$ cat src/bridge_consts.svh
`ifndef BRIDGE_CONSTS_SVH
`define BRIDGE_CONSTS_SVH
`define CLK_MHZ          25
`define PWM_KHZ          50
`define PWM_CYCLES       (`CLK_MHZ * 1000 / `PWM_KHZ)
`define BLANK_NS         3750
`define BLANK_CYCLES     ((`BLANK_NS * `CLK_MHZ + 999) / 1000)
`define MIXED_PCT        75
`define MIXED_CYCLES     (`PWM_CYCLES * `MIXED_PCT / 100)
`define DEAD_NS          400
`define DEAD_CYCLES      ((`DEAD_NS * `CLK_MHZ + 999) / 1000)
`define WAKE_US          1000
`define WAKE_CYCLES      (`WAKE_US * `CLK_MHZ)
`define SCALE_FULL       2'h0
`define SCALE_71         2'h1
`define SCALE_38         2'h2
`define SCALE_OFF        2'h3
`endif

$ cat src/bridge_pkg.sv
package bridge_pkg;
   typedef enum logic [1:0] {
      DECAY_SLOW  = 2'h0,
      DECAY_MIXED = 2'h1,
      DECAY_FAST  = 2'h2
   } decay_e;
   typedef enum logic [3:0] {
      ST_IDLE  = 4'h1,
      ST_DRIVE = 4'h2,
      ST_FAST  = 4'h4,
      ST_SLOW  = 4'h8
   } phase_e;
endpackage : bridge_pkg

$ cat src/dual_bridge_chopper_control.sv
`timescale 1ns/100ps
`include "bridge_consts.svh"
module dual_bridge_chopper_control (
   input  wire logic       CLOCK_I,
   input  wire logic       RST_I,
   input  wire logic [1:0] BRIDGE_ENABLE_I,
   input  wire logic [1:0] BRIDGE_DIRECTION_I,
   input  wire logic [1:0] CURRENT_SCALE_HI_I,
   input  wire logic [1:0] CURRENT_SCALE_LO_I,
   input  wire logic [1:0] SENSE_TRIP_I,
   input  wire logic [1:0] CURRENT_ZERO_I,
   input  wire logic       DECAY_SELECT_HIGH_I,
   input  wire logic       DECAY_SELECT_OPEN_I,
   input  wire logic       LOGIC_CLEAR_LOW_I,
   input  wire logic       STANDBY_REQUEST_LOW_I,
   input  wire logic [1:0] OVERCURRENT_I,
   input  wire logic       OVER_TEMP_I,
   input  wire logic       MOTOR_SUPPLY_LOW_I,
   output logic [1:0]      WINDING_OUT_A_HI_O,
   output logic [1:0]      WINDING_OUT_A_LO_O,
   output logic [1:0]      WINDING_OUT_B_HI_O,
   output logic [1:0]      WINDING_OUT_B_LO_O,
   output logic [1:0]      WINDING_OUT_A_OE_O,
   output logic [1:0]      WINDING_OUT_B_OE_O,
   output logic            FAULT_FLAG_LOW_O,
   output logic            FAULT_FLAG_LOW_OE_O,
   output logic            CHARGE_PUMP_RUN_O,
   output logic            AUX_REGULATOR_ON_O,
   output logic            READY_O
);
   localparam int SYNC_W = 15;
   logic [SYNC_W-1:0] s1_reg;
   logic [SYNC_W-1:0] s2_reg;
   logic [SYNC_W-1:0] raw;
   logic [1:0]  en_s, dir_s, shi_s, slo_s, trip_s, zero_s, oc_s;
   logic        dhi_s, dopen_s, clr_n_s, sleep_n_s, ot_s, uv_s;
   logic        clr;
   logic        run;
   logic [8:0]  pwm_reg;
   logic        cycle_start_reg;
   logic        mixed_pt_reg;
   logic        oc_latch_reg;
   logic [15:0] wake_reg;
   bridge_pkg::decay_e decay;
   logic [1:0]  ah, al, bh, bl, drv;

   assign raw = {BRIDGE_ENABLE_I, BRIDGE_DIRECTION_I, CURRENT_SCALE_HI_I,
                 CURRENT_SCALE_LO_I, SENSE_TRIP_I, CURRENT_ZERO_I,
                 DECAY_SELECT_HIGH_I, DECAY_SELECT_OPEN_I,
                 LOGIC_CLEAR_LOW_I};
   always_ff @(posedge CLOCK_I) begin
      if (RST_I) begin
         s1_reg <= 15'h0;
         s2_reg <= 15'h0;
      end else begin
         s1_reg <= raw;
         s2_reg <= s1_reg;
      end
   end
   assign {en_s, dir_s, shi_s, slo_s, trip_s, zero_s, dhi_s, dopen_s,
           clr_n_s} = s2_reg;

   logic [4:0] p1_reg;
   logic [4:0] p2_reg;
   always_ff @(posedge CLOCK_I) begin
      if (RST_I) begin
         p1_reg <= 5'h0;
         p2_reg <= 5'h0;
      end else begin
         p1_reg <= {STANDBY_REQUEST_LOW_I, OVERCURRENT_I, OVER_TEMP_I,
                    MOTOR_SUPPLY_LOW_I};
         p2_reg <= p1_reg;
      end
   end
   assign {sleep_n_s, oc_s, ot_s, uv_s} = p2_reg;

   assign clr = RST_I || !clr_n_s || uv_s
                || !sleep_n_s;
   assign run = !oc_latch_reg && !ot_s
                && wake_reg == 16'h0;

   always_ff @(posedge CLOCK_I) begin
      if (clr) wake_reg <= 16'(`WAKE_CYCLES);
      else if (wake_reg != 16'h0) wake_reg <= wake_reg - 16'h1;
   end

   always_ff @(posedge CLOCK_I) begin
      if (clr) oc_latch_reg <= 1'b0;
      else if (|oc_s) oc_latch_reg <= 1'b1;
   end

   always_ff @(posedge CLOCK_I) begin
      if (clr) begin
         pwm_reg <= 9'h0;
         cycle_start_reg <= 1'b0;
         mixed_pt_reg <= 1'b0;
      end else begin
         pwm_reg <= (pwm_reg == 9'(`PWM_CYCLES - 1)) ? 9'h0
                    : pwm_reg + 9'h1;
         cycle_start_reg <= (pwm_reg == 9'(`PWM_CYCLES - 1));
         mixed_pt_reg <= (pwm_reg == 9'(`MIXED_CYCLES - 1));
      end
   end

   always_comb begin
      if (dopen_s) decay = bridge_pkg::DECAY_MIXED;
      else if (dhi_s) decay = bridge_pkg::DECAY_FAST;
      else decay = bridge_pkg::DECAY_SLOW;
   end

   genvar g;
   generate
      for (g = 0; g < 2; g++) begin : g_ch
         bridge_channel u_ch (
            .clk_i         (CLOCK_I),
            .clr_i         (clr || !run),
            .cycle_start_i (cycle_start_reg),
            .mixed_point_i (mixed_pt_reg),
            .decay_i       (decay),
            .enable_i      (en_s[g]),
            .direction_i   (dir_s[g]),
            .scale_i       ({shi_s[g], slo_s[g]}),
            .trip_i        (trip_s[g]),
            .zero_i        (zero_s[g]),
            .a_hi_o        (ah[g]),
            .a_lo_o        (al[g]),
            .b_hi_o        (bh[g]),
            .b_lo_o        (bl[g]),
            .drive_o       (drv[g])
         );
      end
   endgenerate

   always_ff @(posedge CLOCK_I) begin
      if (clr) begin
         WINDING_OUT_A_HI_O <= 2'h0;
         WINDING_OUT_A_LO_O <= 2'h0;
         WINDING_OUT_B_HI_O <= 2'h0;
         WINDING_OUT_B_LO_O <= 2'h0;
         WINDING_OUT_A_OE_O <= 2'h0;
         WINDING_OUT_B_OE_O <= 2'h0;
      end else begin
         WINDING_OUT_A_HI_O <= ah;
         WINDING_OUT_A_LO_O <= al;
         WINDING_OUT_B_HI_O <= bh;
         WINDING_OUT_B_LO_O <= bl;
         WINDING_OUT_A_OE_O <= (ah | al) & drv;
         WINDING_OUT_B_OE_O <= (bh | bl) & drv;
      end
   end

   always_ff @(posedge CLOCK_I) begin
      if (RST_I) begin
         FAULT_FLAG_LOW_O    <= 1'b0;
         FAULT_FLAG_LOW_OE_O <= 1'b0;
         CHARGE_PUMP_RUN_O   <= 1'b0;
         AUX_REGULATOR_ON_O  <= 1'b0;
         READY_O             <= 1'b0;
      end else begin
         FAULT_FLAG_LOW_O    <= 1'b0;
         FAULT_FLAG_LOW_OE_O <= sleep_n_s
            && (oc_latch_reg || ot_s);
         CHARGE_PUMP_RUN_O   <= sleep_n_s && !uv_s;
         AUX_REGULATOR_ON_O  <= sleep_n_s && !uv_s;
         READY_O             <= !clr && wake_reg == 16'h0;
      end
   end

   property p_fault_oc;
      @(posedge CLOCK_I) disable iff (clr)
      oc_latch_reg |=> FAULT_FLAG_LOW_OE_O;
   endproperty
   a_fault_oc: assert property (p_fault_oc)
      else $error("overcurrent not flagged");
   property p_clear_off;
      @(posedge CLOCK_I) disable iff (RST_I)
      !clr_n_s |=> (WINDING_OUT_A_OE_O == 2'h0 && WINDING_OUT_B_OE_O == 2'h0);
   endproperty
   a_clear_off: assert property (p_clear_off)
      else $error("bridges driven during clear");
   property p_sleep_off;
      @(posedge CLOCK_I) disable iff (RST_I)
      !sleep_n_s |=> !CHARGE_PUMP_RUN_O && !AUX_REGULATOR_ON_O;
   endproperty
   a_sleep_off: assert property (p_sleep_off)
      else $error("pump or regulator on in standby");
   property p_scale_off;
      @(posedge CLOCK_I) disable iff (RST_I)
      (shi_s[0] && slo_s[0])[*3] |=> WINDING_OUT_A_OE_O[0] == 1'b0;
   endproperty
   a_scale_off: assert property (p_scale_off)
      else $error("bridge driven at scale off");
   property p_period;
      @(posedge CLOCK_I) disable iff (clr)
      cycle_start_reg |=> !cycle_start_reg [*8];
   endproperty
   a_period: assert property (p_period)
      else $error("pwm cycle too short");
   property p_wake;
      @(posedge CLOCK_I) disable iff (RST_I)
      $rose(sleep_n_s) |=> !READY_O [*8];
   endproperty
   a_wake: assert property (p_wake)
      else $error("ready too soon after standby");
   c_fault: cover property (@(posedge CLOCK_I) FAULT_FLAG_LOW_OE_O);
   c_drive: cover property (@(posedge CLOCK_I) WINDING_OUT_A_OE_O[0]);
   c_slow: cover property (@(posedge CLOCK_I) &WINDING_OUT_A_LO_O);
endmodule : dual_bridge_chopper_control

$ cat src/bridge_channel.sv
`timescale 1ns/100ps
`include "bridge_consts.svh"
module bridge_channel (
   input  wire logic               clk_i,
   input  wire logic               clr_i,
   input  wire logic               cycle_start_i,
   input  wire logic               mixed_point_i,
   input  wire bridge_pkg::decay_e decay_i,
   input  wire logic               enable_i,
   input  wire logic               direction_i,
   input  wire logic [1:0]         scale_i,
   input  wire logic               trip_i,
   input  wire logic               zero_i,
   output logic                    a_hi_o,
   output logic                    a_lo_o,
   output logic                    b_hi_o,
   output logic                    b_lo_o,
   output logic                    drive_o
);
   bridge_pkg::phase_e st_reg;
   logic [7:0]         blank_reg;
   logic [3:0]         dead_reg;
   logic [3:0]         want_reg;
   logic [3:0]         want_next;
   logic               on_ok;

   assign on_ok = enable_i && (scale_i != `SCALE_OFF);
   always_ff @(posedge clk_i) begin
      if (clr_i) begin
         st_reg <= bridge_pkg::ST_IDLE;
      end else if (!on_ok) begin
         st_reg <= bridge_pkg::ST_IDLE;
      end else if (cycle_start_i) begin
         st_reg <= bridge_pkg::ST_DRIVE;
      end else begin
         case (st_reg)
            bridge_pkg::ST_DRIVE: begin
               if (trip_i && blank_reg == 8'h0) begin
                  if (decay_i == bridge_pkg::DECAY_SLOW)
                     st_reg <= bridge_pkg::ST_SLOW;
                  else
                     st_reg <= bridge_pkg::ST_FAST;
               end
            end
            bridge_pkg::ST_FAST: begin
               if (decay_i == bridge_pkg::DECAY_MIXED && mixed_point_i)
                  st_reg <= bridge_pkg::ST_SLOW;
               else if (zero_i)
                  st_reg <= bridge_pkg::ST_IDLE;
            end
            default: st_reg <= st_reg;
         endcase
      end
   end

   always_ff @(posedge clk_i) begin
      if (clr_i || st_reg != bridge_pkg::ST_DRIVE ||
          {a_hi_o, a_lo_o, b_hi_o, b_lo_o} != want_next)
         blank_reg <= 8'(`BLANK_CYCLES);
      else if (blank_reg != 8'h0)
         blank_reg <= blank_reg - 8'h1;
   end

   // order: a_hi, a_lo, b_hi, b_lo
   always_comb begin
      case (st_reg)
         bridge_pkg::ST_DRIVE:
            want_next = direction_i ? 4'h9 : 4'h6;
         bridge_pkg::ST_FAST:
            want_next = direction_i ? 4'h6 : 4'h9;
         bridge_pkg::ST_SLOW: want_next = 4'h5;
         default:             want_next = 4'h0;
      endcase
   end

   always_ff @(posedge clk_i) begin
      if (clr_i) begin
         want_reg <= 4'h0;
         dead_reg <= 4'h0;
         {a_hi_o, a_lo_o, b_hi_o, b_lo_o} <= 4'h0;
      end else if (want_next != want_reg) begin
         want_reg <= want_next;
         dead_reg <= 4'(`DEAD_CYCLES);
         {a_hi_o, a_lo_o, b_hi_o, b_lo_o} <=
            {a_hi_o, a_lo_o, b_hi_o, b_lo_o} & want_next;
      end else if (dead_reg != 4'h0) begin
         dead_reg <= dead_reg - 4'h1;
      end else begin
         {a_hi_o, a_lo_o, b_hi_o, b_lo_o} <= want_reg;
      end
   end

   always_ff @(posedge clk_i) begin
      if (clr_i) drive_o <= 1'b0;
      else drive_o <= on_ok;
   end

   property p_blank_hold;
      @(posedge clk_i) disable iff (clr_i)
      $rose(st_reg == bridge_pkg::ST_DRIVE) && !cycle_start_i |->
         (st_reg == bridge_pkg::ST_DRIVE || !on_ok)[*8];
   endproperty
   a_blank_hold: assert property (p_blank_hold)
      else $error("trip acted inside blanking");
   property p_never_shoot;
      @(posedge clk_i) disable iff (clr_i)
      !(a_hi_o && a_lo_o) && !(b_hi_o && b_lo_o);
   endproperty
   a_never_shoot: assert property (p_never_shoot)
      else $error("both switches of a half on");
endmodule : bridge_channel

$ cat config.mk
export PLATFORM = sky130hd
export DESIGN_NAME = dual_bridge_chopper_control
export DESIGN_NICKNAME = d
export VERILOG_FILES = /design/src/bridge_pkg.sv /design/src/dual_bridge_chopper_control.sv /design/src/bridge_channel.sv
export VERILOG_INCLUDE_DIRS = /design/src
export SDC_FILE = /design/constraint.sdc
export NUM_CORES = 1
export LEC_CHECK = 0
export ABC_CLOCK_PERIOD_IN_PS = 2700
export BUFFER_PORTS_ARGS = -buffer_cell sky130_fd_sc_hd__buf_2
export CAP_MARGIN = 30
export CELL_PAD_IN_SITES_DETAIL_PLACEMENT = 0
export CELL_PAD_IN_SITES_GLOBAL_PLACEMENT = 1
export CORE_MARGIN = 3
export CORE_UTILIZATION = 48
export CTS_BUF_LIST = sky130_fd_sc_hd__clkbuf_4
export CTS_CLUSTER_DIAMETER = 40
export DETAILED_ROUTE_END_ITERATION = 7
export PLACE_DENSITY_LB_ADDON = 0.05
export SETUP_SLACK_MARGIN = 0.1
export SYNTH_ARGS = -nofsm -noshare
export SYNTH_HDL_FRONTEND = slang
export SYNTH_SLANG_ARGS = --single-unit
$ cat constraint.sdc
create_clock -name CLOCK_I -period 2.7 [get_ports CLOCK_I]
set_clock_uncertainty 0.05 [all_clocks]
set_input_delay 0.27 -clock CLOCK_I [delete_from_list [all_inputs] [get_ports CLOCK_I]]
set_output_delay 0.27 -clock CLOCK_I [all_outputs]
set_load 0.05 [all_outputs]
== After elaboration in Yosys (flattened, before gate mapping) ==
Index checks and enable logic that the tools add are counted.
Storage, ports and cells
  register bits: 133
  input port bits: 22
  output and inout bits: 17
  word-level logic and storage cells: 173
Operators by class
  add/subtract/negate cells: 6
  eq/ne operators: 27
  muxes and demuxes: 39
  bitwise operators: 8
  reductions and logical operators: 53
Operators with widths (count)
  4-bit 2-to-1 mux: 15
  4-bit case mux with 3 select lines: 2
  9-bit == test (second input constant): 2
  16-bit logical NOT: 1
  8-bit logical NOT: 2
  1-bit 2-to-1 mux: 16
  4-bit inequality test: 4
  4-bit case mux with 2 select lines: 2
  16-bit nonzero test: 1
  8-bit nonzero test: 2
  16-bit by 1-bit subtractor with 16-bit output (second input constant): 1
  8-bit by 1-bit subtractor with 8-bit output (second input constant): 2
  3-bit AND reduction: 4
  2-bit OR reduction: 6
  1-bit logical AND: 10
  9-bit by 1-bit adder with 9-bit output (second input constant): 1
  1-bit logical OR: 9
  3-bit by 2-bit inequality test with 1-bit output (second input constant): 3
  4-bit bitwise AND: 2
  4-bit by 2-bit == test with 1-bit output (second input constant): 2
  4-bit by 3-bit == test with 1-bit output (second input constant): 2
  4-bit == test (second input constant): 2
  2-bit 2-to-1 mux: 4
  2-bit by 1-bit inequality test with 1-bit output (second input constant): 4
  other kinds (16): 34

== Logic depth before layout (Yosys ltp) ==
Gate-level depths: netlist of the first run.
  depth after elaboration: 7
  mapped depth: 10
  depth with buffers taken out: 9

== Modules after synthesis ==
From an unflattened synthesis of the first run, not the netlist that was laid out.
Second synthesis, totals
  cells, all modules: 624
  area total of the unflattened synthesis: 5921.9 µm²
By module, submodules not included
  bridge_channel: instances 2, cells an instance 174, area each 1547.7 µm², sequential area each 500.5 µm²
  dual_bridge_chopper_control: instances 1, cells an instance 276, area each 2826.5 µm², sequential area each 1661.6 µm²

== Least setup slack after synthesis of the first run ==
OpenSTA, ideal clock, no wires.
  path type: register to register
  from: register g_ch[0].u_ch.st_reg[2]
  to: register g_ch[0].u_ch.blank_reg[2]
  library setup time: 0.138 ns
  arrival: 2.109 ns
  slack: 0.403 ns
  stages on the path, launching flop included: 10
  path buffers: 2
  path through: dfxtp_1 -> buf_2 -> clkbuf_1 -> nor4_1 -> nand2_1 -> o21ai_0 -> ha_1 -> nor4_1 -> and3_1 -> o21ai_0
Between the ends
  word-level cells in the longest chain between the ends: 4
  elaborated cells between the ends (all ways): 8
  classes of those cells: eq/ne: 5; mux: 1; reduce/logical: 2
RTL lines
  from (decl): RTL line bridge_channel.sv:20  | bridge_pkg::phase_e st_reg;
  from (signal assigned): RTL line bridge_channel.sv:30  | st_reg <= bridge_pkg::ST_IDLE;
  from (signal assigned): RTL line bridge_channel.sv:32  | st_reg <= bridge_pkg::ST_IDLE;
  from (signal assigned): RTL line bridge_channel.sv:34  | st_reg <= bridge_pkg::ST_DRIVE;
  4-bit == test, or another cell as far along: RTL line bridge_channel.sv:66  | case (st_reg)
  4-bit case mux with 3 select lines *: RTL line bridge_channel.sv:66
  net g_ch[0].u_ch.want_next[3]: RTL line bridge_channel.sv:24  | logic [3:0] want_next;
  4-bit inequality test *: RTL line bridge_channel.sv:58  | {a_hi_o, a_lo_o, b_hi_o, b_lo_o} != want_next)
  1-bit logical OR *: RTL line bridge_channel.sv:57  | if (clr_i || st_reg != bridge_pkg::ST_DRIVE ||
  to (signal assigned): RTL line bridge_channel.sv:59  | blank_reg <= 8'(`BLANK_CYCLES);
  to (signal assigned): RTL line bridge_channel.sv:61  | blank_reg <= blank_reg - 8'h1;
  to (decl): RTL line bridge_channel.sv:21  | logic [7:0] blank_reg;
The timed path passes the listed nets; every way through them passes the cells marked *.
A chain may end at the register's enable or synchronous reset.

== Worst setup path in the final report of the first run ==
  from: register g_ch[1].u_ch.st_reg[1]
  to: register g_ch[1].u_ch.blank_reg[2]
Between the ends
  word-level cells in the longest chain between the ends: 4
  elaborated cells between the ends (all ways): 8
  classes of those cells: eq/ne: 5; mux: 1; reduce/logical: 2
RTL lines (RTL line)
  from (decl): bridge_channel.sv:20
  from (signal assigned): bridge_channel.sv:30
  from (signal assigned): bridge_channel.sv:32
  from (signal assigned): bridge_channel.sv:34
  4-bit == test, or another cell as far along: bridge_channel.sv:66
  4-bit case mux with 3 select lines *: bridge_channel.sv:66
  net g_ch[1].u_ch.want_next[0]: bridge_channel.sv:24
  4-bit inequality test *: bridge_channel.sv:58
  1-bit logical OR *: bridge_channel.sv:57
  to (signal assigned): bridge_channel.sv:59
  to (signal assigned): bridge_channel.sv:61
  to (decl): bridge_channel.sv:21
Marks and branches as above.

==> impl_metrics.ini, run 1 <==
[placed_design]
portBuffers = 37
dpl.hpwl_um = 7956
place.gp.congestion = 0.8530

[timing]
tightestPinTransition_ns = 0.8398
setup_viol = 0
max_freq_ghz = 0.4203
relSlewSlack_pct = 43.40
grt_setup_unrepaired = false
setup-tns-final_ns = 0
maxSlewViolCount = 0
min_period_over_period_pct = 88.12
fin_crit_ns = 2.379
hold_viol = 0

[worst_setup_path]
crit_chain = nand2_1 > o21ba_2 > o22a_1 > nor2_1 > ha_1 > nor4_1 > and3_1 > o21ai_0
critPathLaunchType = register
crit_family = simple AND/OR/NAND/NOR gates
worstPathArrival_ns = 2.73
critPathSlowestCell = dfxtp_2
cpPeakStageDelay_ns = 0.48
path_buf_inv = 0
criticalPathCategory = reg2reg
reg2reg_depth = 8
cp_max_fo = 15
regToRegStartpoint = g_ch[1].u_ch.st_reg[1]$_SDFFE_PP0P_
worstReg2RegEnd = g_ch[1].u_ch.blank_reg[2]$_SDFFE_PP1P_
crit_required_ns = 3.05
critPathCaptureType = register
r2r_slack_ns = 0.32

[job]
cap_viol_max_count = 0

[synthesis]
synth_flop_cell = dfxtp_1
synth.avg_cell_area_um2 = 9.450
synth_common_cells = 133 x dfxtp_1, 61 x nor2_1, 45 x nor2b_1
ys_ff_latch = 133
synthCells = 592
synth.yosys.warnings = 0
synth_nets = 630
ys_types = 66
synth_enable_flop_cells = 0
yosysTopAreaCell = dfxtp_1
async_reset_ff_share_pct = 0
synthTopCellsByArea = dfxtp_1 48%, nor2b_1 5.0%, nor2_1 4.1%
yosysMostFrequentCell = dfxtp_1
synth_top_cell_area_share_pct = 47.60
ys_seq_area_share_pct = 47.60
syn_area_um2 = 5594

[pwr]
p_leak_nw = 2.471
sw_frac_of_total_pct = 20.59
cellPowerDensity_nw_per_um2 = 523.7
p_seq_share_pct = 59.3
comb_power_share_pct = 2.5
p_clk_share_pct = 38.1
switchingPower_uw = 695.2
p_int_mw = 2.681
ir_drop_mv = 0.3409

[cts]
cts_buffer_depth = 2
clkTransAtPathRegs_ns = 0.10
cts_buffers = 17
clockRootBuffer = clkbuf_4
cts_tree = yes
htreeDepth = 4
worstSkewPairLatency_ns = 0.53
clock-sinks = 133

[layout]
fin_util_pct = 57.94
fillers = 1013
nets = 699
syn_to_final_growth_pct = 15.23
layout-drive-gt1-share_pct = 17.01
seqCellArea_um2 = 2670
multi_input_area_um2 = 2748
antennaDiodeCount = 0

[status]
status = finished clean

[drt]
dr.pass1.iters = 4
drc_errors = 0
antenna_left = 0
routed_wl_um = 11270
routedWlPerCell_um = 13.91
drt-initial-drc-count = 209
vias_per_cell = 5.296
num_vias = 4290

[global_route]
antenna_found_initial = 0
grt_pass1_vias = 4146
gr-total-overflow = 0
grt_first_pass_wirelength_um = 19580
grt_usage_pct = 18.78
grt_max_degree = 42

[die]
dieWidth_um = 114.0
coreArea_um2 = 11130
row_count = 38
die_h_um = 114.0
io_pins = 39
die_area_um2 = 12990
initial_core_util_pct = 50.28

[worst_hold_path]
min_to = AUX_REGULATOR_ON_O$_SDFF_PP0_
min_path_cells = 3
hold_path.startpoint = RST_I
hold_path.class = in2reg
[power by group through the flow]
stage	sequential, mW	clock [mW]	combinational, mW
3_5_place_dp	2.05	0	0.0632
5_1_grt	2.01	1.41	0.0943
3_3_place_gp	2.05	0	0.0623
6_report	2.00	1.29	0.0853
4_1_cts	2.00	1.33	0.0854
2_1_floorplan	2.04	0	0.0413
[routing by layer]
metal | up-vias | global-route usage [%] | share of wire (%)
met4 | 0 | 7.522 | 2.1
met1 | 1965 | 25.30 | 50
li1 | 2206 | - | -
met5 | - | 0 | 0
met3 | 21 | 5.199 | 4.3
met2 | 98 | 28.57 | 44
[through the flow]
step           setup slack, ns  hold WS (ns)  cells  power [mW]  instance area, um^2
2_1_floorplan           0.4026        0.2916    592       2.085                 5594
3_3_place_gp            0.2901        0.3670    762       2.110                 5977
3_5_place_dp            0.2081        0.3720    762       2.112                 5977
4_1_cts                 0.1987       0.01871    810       3.420                 6439
5_1_grt                 0.1028       0.02022    810       3.514                 6446
6_report                0.3207       0.06574    810       3.376                 6446
[cell type report]
cell class,instances,share of cell area (%)
Clock inverter,8,1.727
Clock buffer,20,2.329
Sequential cell,133,41.42
Inverter,21,1.223
Multi-Input combinational cell,414,42.62
Tap cell,140,2.717
Timing Repair Buffer,74,7.958
[worst max-delay path by stage]
| stage | start | to | slack (ns) | depth (start not counted) |
|---|---|---|---|---|
| after floorplan | g_ch[0].u_ch.st_reg[2]$_SDFFE_PP0P_ | g_ch[0].u_ch.blank_reg[2]$_SDFFE_PP1P_ | 0.40 | 9 |
| after global routing | g_ch[1].u_ch.st_reg[1]$_SDFFE_PP0P_ | g_ch[1].u_ch.blank_reg[6]$_SDFFE_PP1P_ | 0.10 | 8 |
| after detailed placement | g_ch[0].u_ch.st_reg[1]$_SDFFE_PP0P_ | g_ch[0].u_ch.blank_reg[4]$_SDFFE_PP1P_ | 0.21 | 6 |
| final | g_ch[1].u_ch.st_reg[1]$_SDFFE_PP0P_ | g_ch[1].u_ch.blank_reg[2]$_SDFFE_PP1P_ | 0.32 | 8 |
| after CTS | g_ch[1].u_ch.st_reg[1]$_SDFFE_PP0P_ | g_ch[1].u_ch.blank_reg[2]$_SDFFE_PP1P_ | 0.20 | 8 |
| after global placement | g_ch[1].u_ch.st_reg[2]$_SDFFE_PP0P_ | g_ch[1].u_ch.blank_reg[4]$_SDFFE_PP1P_ | 0.29 | 6 |
[cell families (layout without fill, tap and decap cells)]
kind of cell / count (synthesis) / count (layout) / share of synthesized area, %
mux: 12 / 12 / 2.214
flops: 133 / 133 / 47.60
buf+inv: 45 / 123 / 3.288
compound gates: 90 / 90 / 10.24
fa+ha+maj: 16 / 16 / 3.579
simple gates: 264 / 264 / 28.16
xor+xnor: 31 / 31 / 4.853
other cells: 1 / 1 / 0.06703
[worst reg2reg max path: stages, from the launching register on]
cell,delay [ns]
dfxtp_2,0.48
nand2_1,0.13
o21ba_2,0.23
o22a_1,0.19
nor2_1,0.18
ha_1,0.27
nor4_1,0.32
and3_1,0.29
o21ai_0,0.11
[cells in the final DEF, fill, tap and decap left out, types with 13 or more instances in the layout]
cell type,n
dlygate4sd3_1,20
xnor2_1,17
nor2_1,61
buf_4,17
clkbuf_4,20
nor2b_1,45
buf_2,37
dfxtp_1,127
nand2_1,28
nor3_1,25
ha_1,16
nand3_1,13
xor2_1,14
inv_1,21
a21oi_1,28
o21ai_0,21
[repair_timing]
item / in CTS / in global routing
hold buffers: 20 / 0
gates resized for setup: 0 / 7
setup buffers: 0 / 0
hold endpoints to repair: 20 / 0
setup endpoints to repair: 0 / 17
Note: power is estimated with default switching activity, not from simulation.
==> run 2: changes to the inputs <==
Settings changed: ABC_AREA from default to 1, CORE_UTILIZATION 48 to 46.
==> run 2 against run 1 <==
  * Die area increased by 6.3%
  * Core utilization shrank 3.9 points
  * Combinational power is 4.8% higher
  * Total power down 3.4%
  * Maximum frequency rose by 1.3%
  * Global-route usage fell by 2.7 points
  * Setup slack improved by 0.031 ns
  * Flip-flop and latch count did not move
==> impl_metrics.ini, run 2 <==
[placed_design]
dpl.hpwl_um = 7669
portBuffers = 37
dpl.cell_count = 933
place.gp.congestion = 0.8351

[timing]
worst_hold_slack_ns = 0.3584
hold_viol = 0
min_period_over_period_pct = 86.97
relSlewSlack_pct = 60.06
max_freq_ghz = 0.4259
fin_crit_ns = 2.348
maxSlewViolCount = 0
setup-tns-final_ns = 0
grt_setup_unrepaired = false
setup_viol = 0
tightestPinTransition_ns = 0.5936

[synthesis]
synth_common_cells = 133 x dfxtp_1, 130 x nor2_1, 129 x inv_1
yosysTopAreaCell = dfxtp_1
synthTopCellsByArea = dfxtp_1 47%, nor2_1 8.5%, inv_1 8.5%
ys_ff_latch = 133
synth_top_cell_area_share_pct = 46.55
synth.yosys.warnings = 0
syn_area_um2 = 5719
async_reset_ff_share_pct = 0
synthCells = 737
synth_enable_flop_cells = 0
synth_flop_cell = dfxtp_1
synth_nets = 775
synth.avg_cell_area_um2 = 7.760
ys_types = 39
ys_seq_area_share_pct = 46.55
yosysMostFrequentCell = dfxtp_1

[global_route]
grt_max_degree = 42
gr-total-overflow = 0
antenna_found_initial = 0
grt_first_pass_wirelength_um = 18560
grt_usage_pct = 16.10
grt_pass1_vias = 4203

[die]
io_pins = 39
die_area_um2 = 13810
die_h_um = 117.5
dieWidth_um = 117.5
coreArea_um2 = 12060
initial_core_util_pct = 47.42
row_count = 40

[drt]
routedWlPerCell_um = 10.68
drc_errors = 0
num_vias = 4495
vias_per_cell = 4.559
routed_wl_um = 10530
dr.pass1.iters = 4
antenna_left = 0
drt-initial-drc-count = 217

[layout]
syn_to_final_growth_pct = 13.89
fin_util_pct = 54.00
final_cell_mix = 133 x dfxtp_1, 130 x nor2_1, 129 x inv_1
layout-drive-gt1-share_pct = 16.87
layout_commonest_cell = dfxtp_1
antennaDiodeCount = 0
nets = 843
instances_no_fill = 986

[worst_setup_path]
crit_required_ns = 3.05
reg2reg_depth = 9
critPathCaptureType = register
r2r_slack_ns = 0.35
critPathSlowestCell = dfxtp_1
worstPathArrival_ns = 2.70
worstReg2RegEnd = g_ch[0].u_ch.blank_reg[4]$_SDFFE_PP1P_
cpMostUsedCell = nand3_2
path_buf_inv = 1
cp_max_fo = 6
critPathLaunchType = register
crit_chain = nor2_4 > nand3_2 > nand3_2 > ha_1 > or4_1 > nor2_1 > nand2_1 > inv_1 > o21ai_0
regToRegStartpoint = g_ch[0].u_ch.st_reg[1]$_SDFFE_PP0P_
cpPeakStageDelay_ns = 0.52
crit_family = simple AND/OR/NAND/NOR gates
criticalPathCategory = reg2reg

[status]
status = finished clean

[cts]
cts_buffers = 17
clockRootBuffer = clkbuf_4
clkTransAtPathRegs_ns = 0.11
worstSkewPairLatency_ns = 0.51
htreeDepth = 4
cts_tree = yes
cts_buffer_depth = 2
clock-sinks = 133

[worst_hold_path]
min_path_cells = 2
hold_path.startpoint = p1_reg[3]$_SDFF_PP0_
min_to = p2_reg[3]$_SDFF_PP0_
hold_path.class = reg2reg

[job]
cap_viol_max_count = 0

[pwr]
cellPowerDensity_nw_per_um2 = 500.6
ir_drop_mv = 0.4002
p_leak_nw = 2.920
## run 2: changes by cell type after synthesis, moves of 12 or more
cell,previous run,this run
nor2b_1,45,0
nor2_1,61,130
nand3_1,13,30
nor2_2,0,12
inv_1,21,129
xnor2_1,17,3
nand2_1,28,103
## run 2: how the worst max path moves through the flow
stage	slack (ns)	depth (start not counted)	to	startpoint
2_1_floorplan	0.64	9	g_ch[0].u_ch.blank_reg[3]$_SDFFE_PP1P_	g_ch[0].u_ch.st_reg[1]$_SDFFE_PP0P_
3_3_place_gp	0.43	10	g_ch[1].u_ch.blank_reg[3]$_SDFFE_PP1P_	g_ch[1].u_ch.st_reg[1]$_SDFFE_PP0P_
3_5_place_dp	0.38	9	g_ch[0].u_ch.blank_reg[4]$_SDFFE_PP1P_	g_ch[0].u_ch.st_reg[1]$_SDFFE_PP0P_
4_1_cts	0.34	9	g_ch[0].u_ch.blank_reg[4]$_SDFFE_PP1P_	g_ch[0].u_ch.st_reg[1]$_SDFFE_PP0P_
5_1_grt	0.12	10	g_ch[1].u_ch.blank_reg[3]$_SDFFE_PP1P_	g_ch[1].u_ch.st_reg[1]$_SDFFE_PP0P_
6_report	0.35	9	g_ch[0].u_ch.blank_reg[4]$_SDFFE_PP1P_	g_ch[0].u_ch.st_reg[1]$_SDFFE_PP0P_
## run 2: cell families after synthesis
logic type | Yosys count | share of synthesized area [%]
adders and majority gates | 16 | 3.500
xor gates and xnor gates | 10 | 1.531
and+or+nand+nor | 354 | 30.28
other | 1 | 0.06557
DFF | 133 | 46.55
AOI/OAI and AO/OA | 76 | 7.613
buffers and inverters | 147 | 10.46
## run 2: through the flow
step | total power, mW | setup slack [ns] | cell area, um^2
CTS | 3.311 | 0.3363 | 6514
floorplan | 2.088 | 0.6447 | 5719
global placement | 2.109 | 0.4329 | 6050
detailed placement | 2.111 | 0.3757 | 6050
finish | 3.261 | 0.3518 | 6514
global route | 3.417 | 0.1192 | 6514
## run 2: report_power, final
group / internal [mW] / switching, mW
registers: 1.99 / 0.00867
clock network: 0.469 / 0.704
logic: 0.0455 / 0.0439
## run 2: worst min-delay path: cells and delay by family (launching register included)
family | cells | cell delay (ns)
buf+inv | 1 | 0.04
flops | 1 | 0.31
simple gates | 1 | 0.03
## run 2: repair_timing
action                     in CTS  in global routing
resized for setup               0                  0
buffers inserted                0                  0
hold endpoints to repair       21                  0
setup endpoints to repair       0                  0
hold buffers                   21                  0
## run 2: metal layers
metal | GRT usage, % | vias up | share of wire [%]
li1 | - | 2428 | -
met1 | 20.91 | 1994 | 50
met2 | 26.05 | 66 | 46
met3 | 4.998 | 7 | 3.9
met4 | 4.469 | 0 | 0.89
met5 | 0 | - | 0
## run 2: final cells by class
| type | count | area (um^2) |
|---|---|---|
| Fill cell | 1162 | 5548 |
| Sequential cell | 133 | 2663 |
| Multi-Input combinational cell | 457 | 2459 |
| Inverter | 134 | 503.0 |
| Timing Repair Buffer | 62 | 425.4 |
| Tap cell | 168 | 210.2 |
| Clock buffer | 19 | 142.6 |
| Clock inverter | 13 | 111.4 |
